[config.mk]
export PLATFORM = sky130hd
export DESIGN_NAME = isx_exec
export DESIGN_NICKNAME = d
export VERILOG_FILES = /design/src/include/isx_pkg.sv /design/src/design/isx_decode.sv /design/src/design/isx_exec.sv
export VERILOG_INCLUDE_DIRS = /design/src /design/src/include
export SDC_FILE = /design/constraint.sdc
export NUM_CORES = 1
export LEC_CHECK = 0
export BUFFER_PORTS_ARGS = -buffer_cell sky130_fd_sc_hd__buf_2
export CELL_PAD_IN_SITES_DETAIL_PLACEMENT = 1
export CELL_PAD_IN_SITES_GLOBAL_PLACEMENT = 2
export CORE_ASPECT_RATIO = 1.4
export CORE_MARGIN = 2
export CORE_UTILIZATION = 24
export DETAILED_ROUTE_END_ITERATION = 6
export GPL_TIMING_DRIVEN = 0
export MAX_ROUTING_LAYER = met4
export PLACE_DENSITY = 0.73
export SYNTH_ARGS = -nofsm -noshare
export SYNTH_HDL_FRONTEND = slang
export SYNTH_HIERARCHICAL = 1
export SYNTH_SLANG_ARGS = --single-unit
[constraint.sdc]
create_clock -name clk -period 1.4 [get_ports clk]
set_input_delay 0.35 -clock clk [delete_from_list [all_inputs] [get_ports clk]]
set_output_delay 0.35 -clock clk [all_outputs]
set_load 0.05 [all_outputs]
[src/include/isx_regs.svh]
// Purpose: Opcode patterns, field positions and reset values for the instruction executor
// Assumes: 14-bit instruction words, 8-bit data path
// Notes: Operation list below
// Operation
// - Pattern 00 1111 d fffffff increments the addressed file register, skip if zero.
// - Destination bit 0 writes accumulator, 1 writes back the file register.
// - Zero increment result discards prefetched instruction; runs a no-op; no flags.
// - Pattern 00 0100 d fffffff ORs accumulator with file register, sets zero, one cycle.
// - Pattern 11 1000 kkkkkkkk ORs literal into accumulator and updates zero flag.
// - Pattern 11 00xx kkkkkkkk loads literal into accumulator, one cycle, no flags.
// - The two don't-care bits of the load-literal opcode are ignored by decode.
`ifndef ISX_REGS_SVH
`define ISX_REGS_SVH
`define ISX_OP_INC_SKIP 6'h0f
`define ISX_OP_OR_FILE 6'h04
`define ISX_OP_OR_LIT 6'h38
`define ISX_OP_LOAD_LIT 4'hc
`define ISX_DEST_BIT 7
`define ISX_ACC_RESET 8'h00
`define ISX_ZERO_RESET 1'b0
`endif

[src/include/isx_pkg.sv]
// Purpose: Types for the instruction executor
// Assumes: Nothing beyond the constants header
// Notes: Decoded operation classes
package isx_pkg;
   typedef enum logic [4:0] {
      ISX_NONE = 5'h01,
      ISX_INC_SKIP = 5'h02,
      ISX_OR_FILE = 5'h04,
      ISX_OR_LIT = 5'h08,
      ISX_LOAD_LIT = 5'h10
   } isx_op_e;
endpackage : isx_pkg

[src/design/isx_decode.sv]
// Purpose: Opcode decoder for four single-word instructions
// Assumes: Instruction word is stable while instr_valid is high
// Notes: Purely combinational
`timescale 1ns/1ps
`include "isx_regs.svh"
module isx_decode import isx_pkg::*; (
   input wire logic [13:0] instr,
   output isx_op_e op
);
   always_comb begin
      if (instr[13:8] == `ISX_OP_INC_SKIP) begin
         op = ISX_INC_SKIP;
      end else if (instr[13:8] == `ISX_OP_OR_FILE) begin
         op = ISX_OR_FILE;
      end else if (instr[13:8] == `ISX_OP_OR_LIT) begin
         op = ISX_OR_LIT;
      end else if (instr[13:10] == `ISX_OP_LOAD_LIT) begin
         // Bits 9:8 are not looked at
         op = ISX_LOAD_LIT;
      end else begin
         op = ISX_NONE;
      end
   end
endmodule : isx_decode

[src/design/isx_exec.sv]
// Purpose: Execute stage for increment-skip, OR with file, OR literal and load literal
// Assumes: File register read data arrives combinationally for file_addr
// Notes: One instruction per cycle; a skip flushes the prefetched word
`timescale 1ns/1ps
`include "isx_regs.svh"
module isx_exec import isx_pkg::*; (
   input wire logic clk,
   input wire logic resetn,
   input wire logic instr_valid,
   input wire logic [13:0] instr,
   input wire logic [7:0] file_rdata,
   output logic [6:0] file_addr,
   output logic file_we,
   output logic [7:0] file_wdata,
   output logic [7:0] acc,
   output logic zero_flag,
   output logic flush
);
   typedef struct packed {
      logic [7:0] acc;
      logic zero;
      logic flush;
      logic file_we;
      logic [6:0] file_addr;
      logic [7:0] file_wdata;
   } isx_state_s;

   isx_state_s state_reg;
   isx_state_s state_next;
   isx_op_e op;
   logic [7:0] result;
   logic dest_file;
   logic exec;

   isx_decode u_decode (
      .instr(instr),
      .op(op)
   );

   // A discarded word still arrives valid; it executes as a no-op
   assign exec = instr_valid && !state_reg.flush;
   assign dest_file = instr[`ISX_DEST_BIT];
   assign file_addr = instr[6:0];

   always_comb begin
      state_next = state_reg;
      state_next.file_we = 1'b0;
      state_next.flush = 1'b0;
      result = 8'h00;
      case (op)
         ISX_INC_SKIP: result = file_rdata + 8'h01;
         ISX_OR_FILE: result = state_reg.acc | file_rdata;
         ISX_OR_LIT: result = state_reg.acc | instr[7:0];
         ISX_LOAD_LIT: result = instr[7:0];
         default: result = 8'h00;
      endcase
      if (exec) begin
         case (op)
            ISX_INC_SKIP: begin
               // Status untouched; zero result kills the fetched word
               state_next.flush = (result == 8'h00);
               if (dest_file) begin
                  state_next.file_we = 1'b1;
                  state_next.file_addr = instr[6:0];
                  state_next.file_wdata = result;
               end else begin
                  state_next.acc = result;
               end
            end
            ISX_OR_FILE: begin
               state_next.zero = (result == 8'h00);
               if (dest_file) begin
                  state_next.file_we = 1'b1;
                  state_next.file_addr = instr[6:0];
                  state_next.file_wdata = result;
               end else begin
                  state_next.acc = result;
               end
            end
            ISX_OR_LIT: begin
               state_next.acc = result;
               state_next.zero = (result == 8'h00);
            end
            ISX_LOAD_LIT: begin
               state_next.acc = result;
            end
            default: begin
               state_next.acc = state_reg.acc;
            end
         endcase
      end
   end

   always_ff @(posedge clk or negedge resetn) begin
      if (!resetn) begin
         state_reg <= '{acc: `ISX_ACC_RESET, zero: `ISX_ZERO_RESET, flush: 1'b0,
                        file_we: 1'b0, file_addr: 7'h00, file_wdata: 8'h00};
      end else begin
         state_reg <= state_next;
      end
   end

   assign acc = state_reg.acc;
   assign zero_flag = state_reg.zero;
   assign flush = state_reg.flush;
   assign file_we = state_reg.file_we;
   assign file_wdata = state_reg.file_wdata;

   // The write lands one cycle after its instruction, when file_addr already
   // shows the next word; the register file must take the address of the
   // previous cycle, which state_reg.file_addr keeps for the checks below.

   // Increment-skip and destination select
   a_inc_write_back: assert property (@(posedge clk) disable iff (!resetn)
      exec && op == ISX_INC_SKIP && dest_file |=>
      file_we && file_wdata == $past(file_rdata) + 8'h01 &&
      state_reg.file_addr == $past(instr[6:0]) && $stable(acc))
      else $error("increment write-back wrong");

   a_inc_to_acc: assert property (@(posedge clk) disable iff (!resetn)
      exec && op == ISX_INC_SKIP && !dest_file |=>
      acc == $past(file_rdata) + 8'h01 && !file_we)
      else $error("increment into accumulator wrong");

   a_dest_acc_sel: assert property (@(posedge clk) disable iff (!resetn)
      exec && (op == ISX_INC_SKIP || op == ISX_OR_FILE) && !dest_file |=>
      !file_we)
      else $error("file written with destination zero");

   a_file_we_cause: assert property (@(posedge clk) disable iff (!resetn)
      file_we |->
      $past(exec) && $past(dest_file) &&
      ($past(op) == ISX_INC_SKIP || $past(op) == ISX_OR_FILE))
      else $error("file written by an instruction without write-back");

   // Skip and discard of the prefetched word
   a_skip_flush: assert property (@(posedge clk) disable iff (!resetn)
      exec && op == ISX_INC_SKIP && file_rdata == 8'hff |=>
      flush ##1 !flush)
      else $error("skip did not flush exactly one word");

   a_skip_only_zero: assert property (@(posedge clk) disable iff (!resetn)
      exec && op == ISX_INC_SKIP && file_rdata != 8'hff |=>
      !flush)
      else $error("skip without a zero result");

   a_flush_cause: assert property (@(posedge clk) disable iff (!resetn)
      flush |->
      $past(exec) && $past(op) == ISX_INC_SKIP && $past(file_rdata) == 8'hff)
      else $error("flush without a zero increment");

   a_skip_no_flags: assert property (@(posedge clk) disable iff (!resetn)
      exec && op == ISX_INC_SKIP |=>
      $stable(zero_flag))
      else $error("increment-skip changed zero flag");

   a_flushed_noop: assert property (@(posedge clk) disable iff (!resetn)
      flush |=>
      $stable(acc) && !file_we)
      else $error("discarded word had an effect");

   a_idle_no_effect: assert property (@(posedge clk) disable iff (!resetn)
      !exec |=>
      $stable(acc) && $stable(zero_flag) && !file_we && !flush)
      else $error("idle or discarded word had an effect");

   // OR with file register
   a_or_file_acc: assert property (@(posedge clk) disable iff (!resetn)
      exec && op == ISX_OR_FILE && !dest_file |=>
      acc == ($past(acc) | $past(file_rdata)))
      else $error("OR with file result wrong");

   a_or_file_write: assert property (@(posedge clk) disable iff (!resetn)
      exec && op == ISX_OR_FILE && dest_file |=>
      file_we && file_wdata == ($past(acc) | $past(file_rdata)) && $stable(acc))
      else $error("OR with file write-back wrong");

   // Literal instructions
   a_or_lit_acc: assert property (@(posedge clk) disable iff (!resetn)
      exec && op == ISX_OR_LIT |=>
      acc == ($past(acc) | $past(instr[7:0])))
      else $error("OR literal result wrong");

   a_lit_no_write: assert property (@(posedge clk) disable iff (!resetn)
      exec && (op == ISX_OR_LIT || op == ISX_LOAD_LIT) |=>
      !file_we)
      else $error("literal instruction wrote a file register");

   a_load_lit: assert property (@(posedge clk) disable iff (!resetn)
      exec && instr[13:10] == `ISX_OP_LOAD_LIT |=>
      acc == $past(instr[7:0]) && $stable(zero_flag))
      else $error("load literal wrong");

   a_dc_ignored: assert property (@(posedge clk) disable iff (!resetn)
      instr[13:10] == `ISX_OP_LOAD_LIT |->
      op == ISX_LOAD_LIT)
      else $error("load literal decode depends on don't-care bits");

   // Zero flag
   a_zero_flag: assert property (@(posedge clk) disable iff (!resetn)
      exec && op == ISX_OR_LIT |=>
      zero_flag == (acc == 8'h00))
      else $error("zero flag wrong");

   a_or_file_zero: assert property (@(posedge clk) disable iff (!resetn)
      exec && op == ISX_OR_FILE |=>
      zero_flag == (($past(acc) | $past(file_rdata)) == 8'h00))
      else $error("zero flag wrong after OR with file");

   a_zero_cause: assert property (@(posedge clk) disable iff (!resetn)
      $changed(zero_flag) |->
      $past(exec) && ($past(op) == ISX_OR_FILE || $past(op) == ISX_OR_LIT))
      else $error("zero flag changed by an instruction that keeps it");

   // Main scenarios
   c_skip: cover property (@(posedge clk) disable iff (!resetn) flush);
   c_or_file_w: cover property (@(posedge clk) disable iff (!resetn)
      exec && op == ISX_OR_FILE && instr[7]);
   c_load_dc: cover property (@(posedge clk) disable iff (!resetn)
      exec && op == ISX_LOAD_LIT && instr[9:8] != 2'b00);
   c_zero_set: cover property (@(posedge clk) disable iff (!resetn) $rose(zero_flag));
   c_skip_acc: cover property (@(posedge clk) disable iff (!resetn)
      exec && op == ISX_INC_SKIP && !dest_file && file_rdata == 8'hff);
endmodule : isx_exec

=== After elaboration in Yosys (flattened, before gate mapping) ===
Cells that the tools add are included.

* Bits in registers: 26
* Input bits: 25
* Output and inout port bits: 26

* Add/subtract/negate cells: 1
* Equal/unequal tests: 9
* Mux-type cells: 11
* Bitwise operators: 2
* Reductions and logical operators: 10

{| class="wikitable"
|+ Operators with widths
! operator !! number
|-
| $mux W16 || 2
|-
| $pmux W8 S4 || 1
|-
| $mux W5 || 4
|-
| $mux W17 || 1
|-
| $or A8 B8 Y8 || 2
|-
| $pmux W8 S2 || 1
|-
| $add A8 B1 Y8 const B || 1
|-
| $logic_not A8 Y1 || 1
|-
| $mux W8 || 1
|-
| $eq A6 B3 Y1 const B || 1
|-
| $eq A6 B4 Y1 const B || 1
|-
| $eq A6 B6 Y1 const B || 1
|-
| $reduce_and A3 Y1 || 2
|-
| $reduce_or A2 Y1 || 3
|-
| $eq A5 B2 Y1 const B || 1
|-
| $eq A5 B3 Y1 const B || 1
|-
| $eq A5 B4 Y1 const B || 1
|-
| $eq A5 B5 Y1 const B || 1
|-
| $eq A4 B4 Y1 const B || 1
|-
| $ne A2 B2 Y1 const B || 1
|-
| $reduce_and A2 Y1 || 1
|-
| $reduce_bool A2 Y1 || 1
|-
| $logic_and A1 B1 Y1 || 1
|-
| $logic_not A1 Y1 || 1
|-
| $mux W1 || 1
|}

=== Depth between registers and ports, before layout ===
Gate-level depths: netlist (run 1).

* Depth after elaboration: 10
* Mapped depth: 10
* Mapped depth without buffers: 9

=== Cells and area by module ===
Netlist (run 1), hierarchy kept.

{| class="wikitable"
|+ By module, submodules not included
! module !! times used !! cells each !! area an instance (um2) !! sequential area each (um2)
|-
| isx_exec || 1 || 124 || 1,167.4 || 475.5
|-
| isx_decode || 1 || 10 || 70.1 || 0.0
|}

=== Worst setup path after synthesis (run 1) ===
No wires, ideal clock.

* Path type: input to register
* Start point: input port instr[13]
* End point: register state_reg (netlist bit zero_flag)
* Setup time: 104 ps
* Arrival: 2,477 ps
* Required time: 1,296 ps
* Slack: -1,181 ps
* Stages on the path: 8
* Path through: or4b_4 nor3_1 nor3_1 and2_4 buf_6 a221oi_2 nand3_2 o41ai_2

* Elaborated cells between the ends (all ways): 16
* Those cells by class: eq/ne (8); mux (5); reduce/logical (3)

{| class="wikitable"
|+ RTL lines
! element !! line !! text
|-
| start: declaration || isx_exec.sv:10 || <nowiki>input wire logic [13:0] instr,</nowiki>
|-
| $eq A6 B6 Y1 (no source line) || n/a ||
|-
| $mux W5 || isx_decode.sv:15 || <nowiki>end else if (instr[13:8] == `ISX_OP_OR_LIT) begin</nowiki>
|-
| $mux W5 || isx_decode.sv:13 || <nowiki>end else if (instr[13:8] == `ISX_OP_OR_FILE) begin</nowiki>
|-
| $mux W5 * || isx_decode.sv:11 || <nowiki>if (instr[13:8] == `ISX_OP_INC_SKIP) begin</nowiki>
|-
| via op[2] || isx_exec.sv:30 || <nowiki>isx_op_e op;</nowiki>
|-
| $eq A5 B5 Y1, or another cell as far along || isx_exec.sv:50 || <nowiki>case (op)</nowiki>
|-
| $pmux W8 S4 / $reduce_or A2 Y1 (equally long branches) || n/a ||
|-
| $logic_not A8 Y1 / $reduce_and A2 Y1 (equally long branches) || n/a ||
|-
| end signal: assignment || isx_exec.sv:96 || <nowiki>state_reg <= '{acc: `ISX_ACC_RESET, zero: `ISX_ZERO_RESET, flush: 1'b0,</nowiki>
|-
| end signal: assignment || isx_exec.sv:99 || <nowiki>state_reg <= state_next;</nowiki>
|-
| end: declaration || isx_exec.sv:28 || <nowiki>isx_state_s state_reg;</nowiki>
|}

The timed path passes the listed nets; every way through them passes the cells marked *.
A chain may end at the register's enable or synchronous reset.

==> results of run 1 <==
kinds of logic after synthesis:
| kind of cell | after synthesis | share of synthesized area (%) |
|---|---|---|
| AO/OA/AOI/OAI | 34 | 21.5 |
| XOR/XNOR | 9 | 6.37 |
| adder cells (fa/ha/maj) | 1 | 1.01 |
| buffers and inverters | 13 | 7.18 |
| flip-flops | 19 | 38.4 |
| multiplexers | 4 | 3.64 |
| AND/OR/NAND/NOR | 54 | 21.8 |
power groups by stage:
stage | clock (uW) | sequential, uW | combinational (uW)
final | 391 | 568 | 327
after global routing | 434 | 570 | 349
after CTS | 414 | 568 | 322
after detailed placement | 0 | 579 | 277
after global placement | 0 | 578 | 270
after floorplan | 0 | 625 | 125
per-layer routing:
metal	track usage, %	part of all wire, %	wire [um]	vias up
met2	31.3	56	2390	39
met3	1.64	3.9	166	5
li1	-	-	-	619
met4	5.42	1.5	65	0
met5	-	0	0	-
met1	17.3	39	1660	637
worst reg2reg max path, cell delays in order, from the launching register on:
cell	delay, ns
dfrtp_1	0.41
a21oi_1	0.22
nor2_4	0.05
a221oi_4	0.26
nand3_2	0.17
o41ai_2	0.34
what timing repair did:
action,4_1_cts,5_1_grt
cloned,1,0
setup buffers,14,4
hold buffers,0,0
gates resized for setup,40,7
pin swaps,15,9
setup endpoints to repair,19,19
metrics by stage:
stage / worst slack (ns) / util [%]
6_report: -0.990 / 41.3
4_1_cts: -0.989 / 40.2
3_5_place_dp: -1.60 / 32.7
3_3_place_gp: -1.41 / 32.7
2_1_floorplan: -1.01 / -
5_1_grt: -1.09 / 41.3
how the worst min path moves through the flow:
stage	end	depth (start not counted)
2_1_floorplan	acc[0]$_DFFE_PN0P_	0
3_3_place_gp	acc[0]$_DFFE_PN0P_	1
3_5_place_dp	acc[2]$_DFFE_PN0P_	1
4_1_cts	flush$_DFF_PN0_	1
5_1_grt	file_wdata[2]$_DFFE_PN0P_	1
6_report	acc[0]$_DFFE_PN0P_	1
flip-flops by register name, indices dropped and copies added (netlist names):
| signal | count |
|---|---|
| file_wdata | 8 |
| zero_flag | 1 |
| acc | 8 |
| flush | 1 |
| file_we | 1 |
cell type report:
class	count	area [um^2]	area share, %
Sequential cell	19	475	23.4
Buffer	11	98.8	4.86
Clock inverter	1	5.00	0.246
Clock buffer	3	41.3	2.03
Tap cell	64	80.1	3.94
Multi-Input combinational cell	102	905	44.5
Timing Repair Buffer	69	424	20.9
Inverter	1	3.75	0.185
placed cells by master (no fill, tap or decap), types with 2 or more instances in the layout:
cell type	netlist	final
buf_2	2	49
buf_4	8	22
dfrtp_1	19	19
nand2_1	13	12
a21oi_1	14	12
nor2_1	18	11
xor2_1	7	7
buf_6	1	6
nor2_4	0	5
nand3_1	5	5
o21ai_1	7	5
buf_8	0	3
a221oi_4	0	3
clkbuf_8	0	3
nor3_2	0	2
nand3b_1	2	2
xnor2_1	2	2
nor3_4	0	2
o221ai_4	0	2
nor2_2	0	2
nor4_4	0	2
a21oi_2	1	2
o21ai_2	0	2
mux2_1	2	2
==> metrics.yaml, run 1 <==
period_minus_slack_ns: 2.39
skew_ns: 0.00176
yosys.area.top_type: "dfrtp_1"
combPwrFrac_pct: 25.4
viasPerCell: 4.81
violations: "negative setup slack"
crit_path_max_incr_delay_ns: 0.56
yosys_warnings: 6
internal-power_uw: 871
fillers: 582
cts_buffer_depth: 2
grt_pass1_vias: 1418
crit_top_cell: "buf_8"
setup.worst_path.end: "flush$_DFF_PN0_"
routabilityCongestion: 0.841
die_h_um: 89.0
diodes: 0
htreeDepth: 1
hold_viol: 0
routed-via-count: 1300
rr_startpoint: "acc[5]$_DFFE_PN0P_"
initial_core_util_pct: 25.2
rsz0062_at_grt: "true"
startpoint: "instr[11]"
dieArea_mm2: 0.00575
placed_area_mm2: 0.00161
pwr-share-seq_pct: 44.2
synth.cells.most_frequent: "19 x dfrtp_1, 18 x nor2_1, 14 x a21oi_1, 13 x nand2_1, 8 x buf_4"
switchingPower_uw: 416
cp_max_fo: 5
drive_above_1_share_pct: 58.7
path_class: "primary input to flip-flop"
syn_area_per_cell_um2: 9.23
postSynth.asyncResetShare_pct: 100
overflow: 0
io_pins: 51
area.growth.synth_to_final_pct: 64.3
grt_start_max_net_pins: 20
cp_num_buf_inv: 3
irDropWorstVdd_mv: 0.273
finalPower_uw: 1290
critPathSlowestCell: "or4b_4"
ys.flop_type: "dfrtp_1"
drtIter0Drc: 39
design_area_mm2: 0.00203
placed_cells: 248
critical_path_depth: 11
dp_hpwl_um: 3240
fin_cells: 270
layout_setup_ws_ns: -0.990
fin_crit_sh_pct: 171
finalSetupTns_ns: -15.51
synth_seq_area_share_pct: 38.4
regToRegEndpoint: "zero_flag$_DFFE_PN0P_"
clkTransAtPathRegs_ns: 0.07
worstPathCellList: "buf_8 > or4b_4 > nor3_4 > xnor2_1 > or4_4 > buf_8 > o22ai_4 > a21oi_4 > nand4_1 > buf_4 > nor4_4"
antenna_found_initial: 0
grtUsageTotal_pct: 16.3
drc_errors: 0
netlist.area_leader.share_pct: 38.4
p_clk_share_pct: 30.4
grt_pass1_wl_um: 6910
yosys.cell_count.top_type: "dfrtp_1"
tightest_slew_ns: 0.475
slew_violations: 0
r2r_slack_ns: -0.16
ant_nets: 0
sw_frac_of_total_pct: 32.3
row_count: 30
synth_cells: 134
pwr_density_cell_mw_per_mm2: 633
clock_latency_ns: 0.26
cpLargestDelayFamily: "simple AND/OR/NAND/NOR gates"
endpoint_kind: "flip-flop"
cts_buffers: 3
cp_data_required_time_ns: 1.55
design.core.area_mm2: 0.00492
fmax_mhz: 418
fin_hold_ws_ns: 0.0289
avgRoutedWirePerCell_um: 15.9
drt_wl_total_um: 4280
synth_area_leaders: "dfrtp_1 38%, a21oi_1 5.7%, nor2_1 5.5%"
leakage_uw: 0.000955
drtPass1Iterations: 4
clock_sinks: 19
max_cap_viol_count: 0
die_w_um: 64.7
clockRootBuffer: "clkbuf_8"
syn_area_mm2: 0.00124
synth_nets: 160
synth.distinct_cells: 37
yosys_register_bits: 19
status: "finished with violations"
setup_viol: 19
nNetsFinal: 233
cp-start-kind: "primary input"
synth_edf_count: 0
hold_path_class: "primary input to asynchronous set/reset pin"
cts_tree: "yes"
portBuffers: 50
rr_worst_depth: 5
max-slew-margin-rel_pct: 68.1
crit_arrival_ns: 2.54
(Power assumes the default switching activity.)
==> run 2, diff against run 1 <==
--- a/config.mk
+++ b/config.mk
@@ -16,6 +16,7 @@
 export GPL_TIMING_DRIVEN = 0
 export MAX_ROUTING_LAYER = met4
 export PLACE_DENSITY = 0.73
+export SETUP_SLACK_MARGIN = 0.2
 export SYNTH_ARGS = -nofsm -noshare
 export SYNTH_HDL_FRONTEND = slang
 export SYNTH_HIERARCHICAL = 1
==> metrics.yaml, run 2 (synthesized netlist as in run 1, its figures left out) <==
status: "finished with violations"
violations: "negative setup slack"
utilization_pct: 45.0
cts_tree: "yes"
overflow: 0
seq_area_um2: 475
grt_pass1_vias: 1437
cp_data_required_time_ns: 1.55
multi_input_area_um2: 922
fillers: 563
cts_buffers: 3
switchingPower_uw: 430
nNetsFinal: 237
hold_viol: 0
slew_violations: 0
dp_hpwl_um: 3240
layout_setup_ws_ns: -1.01
leakage_uw: 0.000996
rr_startpoint: "acc[5]$_DFFE_PN0P_"
drtPass1Iterations: 4
internal-power_uw: 893
pwr-share-seq_pct: 43.2
cts_buffer_depth: 2
design_area_mm2: 0.00221
max_cap_viol_count: 0
hold_path_class: "primary input to asynchronous set/reset pin"
clock_sinks: 19
area.growth.synth_to_final_pct: 78.8
max-slew-margin-rel_pct: 66.7
drt_wl_total_um: 4450
final_cell_mix: "30 x buf_2, 25 x buf_6, 25 x buf_4"
period_minus_slack_ns: 2.41
row_count: 30
setup_viol: 19
routed-via-count: 1310
antenna_found_initial: 0
portBuffers: 50
die_h_um: 89.0
drive_above_1_share_pct: 61.9
endpoint_kind: "flip-flop"
cp-start-kind: "primary input"
fmax_mhz: 415
clock_latency_ns: 0.27
path_class: "primary input to flip-flop"
cp_max_fo: 5
finalPower_uw: 1320
drc_errors: 0
finalSetupTns_ns: -15.89
final_common_cell: "buf_2"
combPwrFrac_pct: 26.5
die_w_um: 64.7
rsz0062_at_grt: "true"
irDropWorstVdd_mv: 0.266
p_clk_share_pct: 30.2
fin_crit_sh_pct: 172
clkTransAtPathRegs_ns: 0.07
clockRootBuffer: "clkbuf_8"
drtIter0Drc: 24
tightest_slew_ns: 0.495
placed_area_mm2: 0.00161
rr_worst_depth: 5
grtUsageTotal_pct: 16.6
dieArea_mm2: 0.00575
htreeDepth: 1
design.core.area_mm2: 0.00492
avgRoutedWirePerCell_um: 16.2
skew_ns: 0.00282
ant_nets: 0
pwr_density_cell_mw_per_mm2: 598
io_pins: 51
sw_frac_of_total_pct: 32.5
initial_core_util_pct: 25.2
routabilityCongestion: 0.841
crit_arrival_ns: 2.56
regToRegEndpoint: "zero_flag$_DFFE_PN0P_"
grt_pass1_wl_um: 7080
viasPerCell: 4.78
diodes: 0
r2r_slack_ns: -0.17
grt_start_max_net_pins: 20
run 2: cell types whose count changed in the layout (fill, tap and decap cells not counted), moves of 2 or more:
cell / previous run / this run
a21oi_1: 12 / 10
a21oi_2: 2 / 4
buf_2: 49 / 30
buf_4: 22 / 25
buf_6: 6 / 25
o21ai_1: 5 / 2
o21ai_2: 2 / 5
run 2: per-layer routing:
layer / vias up / global-route usage, % / share of wire, %
met5: - / - / 0
met4: 0 / 4.64 / 0.94
met3: 3 / 1.39 / 3.4
met1: 641 / 17.9 / 38
met2: 39 / 32.4 / 58
li1: 627 / - / -
run 2: power groups by stage:
stage	Combinational, uW	Sequential, uW	Clock [uW]
after floorplan	125	625	0
after global placement	270	578	0
after detailed placement	277	579	0
after CTS	329	571	414
after global routing	374	573	436
final	351	572	400
run 2: worst max path at each step:
stage | end | slack, ns | start
4_1_cts | zero_flag$_DFFE_PN0P_ | -1.01 | instr[13]
3_5_place_dp | zero_flag$_DFFE_PN0P_ | -1.60 | instr[8]
6_report | flush$_DFF_PN0_ | -1.01 | instr[10]
3_3_place_gp | zero_flag$_DFFE_PN0P_ | -1.41 | instr[8]
5_1_grt | zero_flag$_DFFE_PN0P_ | -1.16 | instr[10]
2_1_floorplan | zero_flag$_DFFE_PN0P_ | -1.01 | instr[13]
run 2: worst max-delay path: stages:
cell and delay, ns:
buf_2 0.11, nand3b_1 0.26, nor4b_4 0.45, xnor2_1 0.13, or4_4 0.56, buf_8 0.17, o22ai_4 0.17, a21oi_4 0.06
nand4_1 0.14, buf_4 0.14, nor4_4 0.03
run 2: repair_timing:
item,in CTS,in global routing
setup endpoints to repair,37,35
setup buffers,11,10
gates cloned,1,0
hold endpoints to repair,0,0
hold buffers,0,0
pin swaps,13,12
gates resized for setup,75,18
run 2: stage by stage:
step	worst slack, ns	std cells	hold WS [ns]
detailed placement	-1.60	248	0.331
global placement	-1.41	248	0.318
finish	-1.01	274	0.0270
floorplan	-1.01	134	0.0544
global route	-1.16	274	0.0516
CTS	-1.01	264	0.0403
run 2: area by class of cell:
| cell class | count | area share [%] |
|---|---|---|
| clock buffer | 3 | 1.87 |
| sequential | 19 | 21.5 |
| timing repair buffer | 72 | 25.6 |
| clock inverter | 1 | 0.226 |
| multi-input combinational | 102 | 41.7 |
| inverter | 1 | 0.170 |
| buffer | 12 | 5.37 |
| tap | 64 | 3.62 |
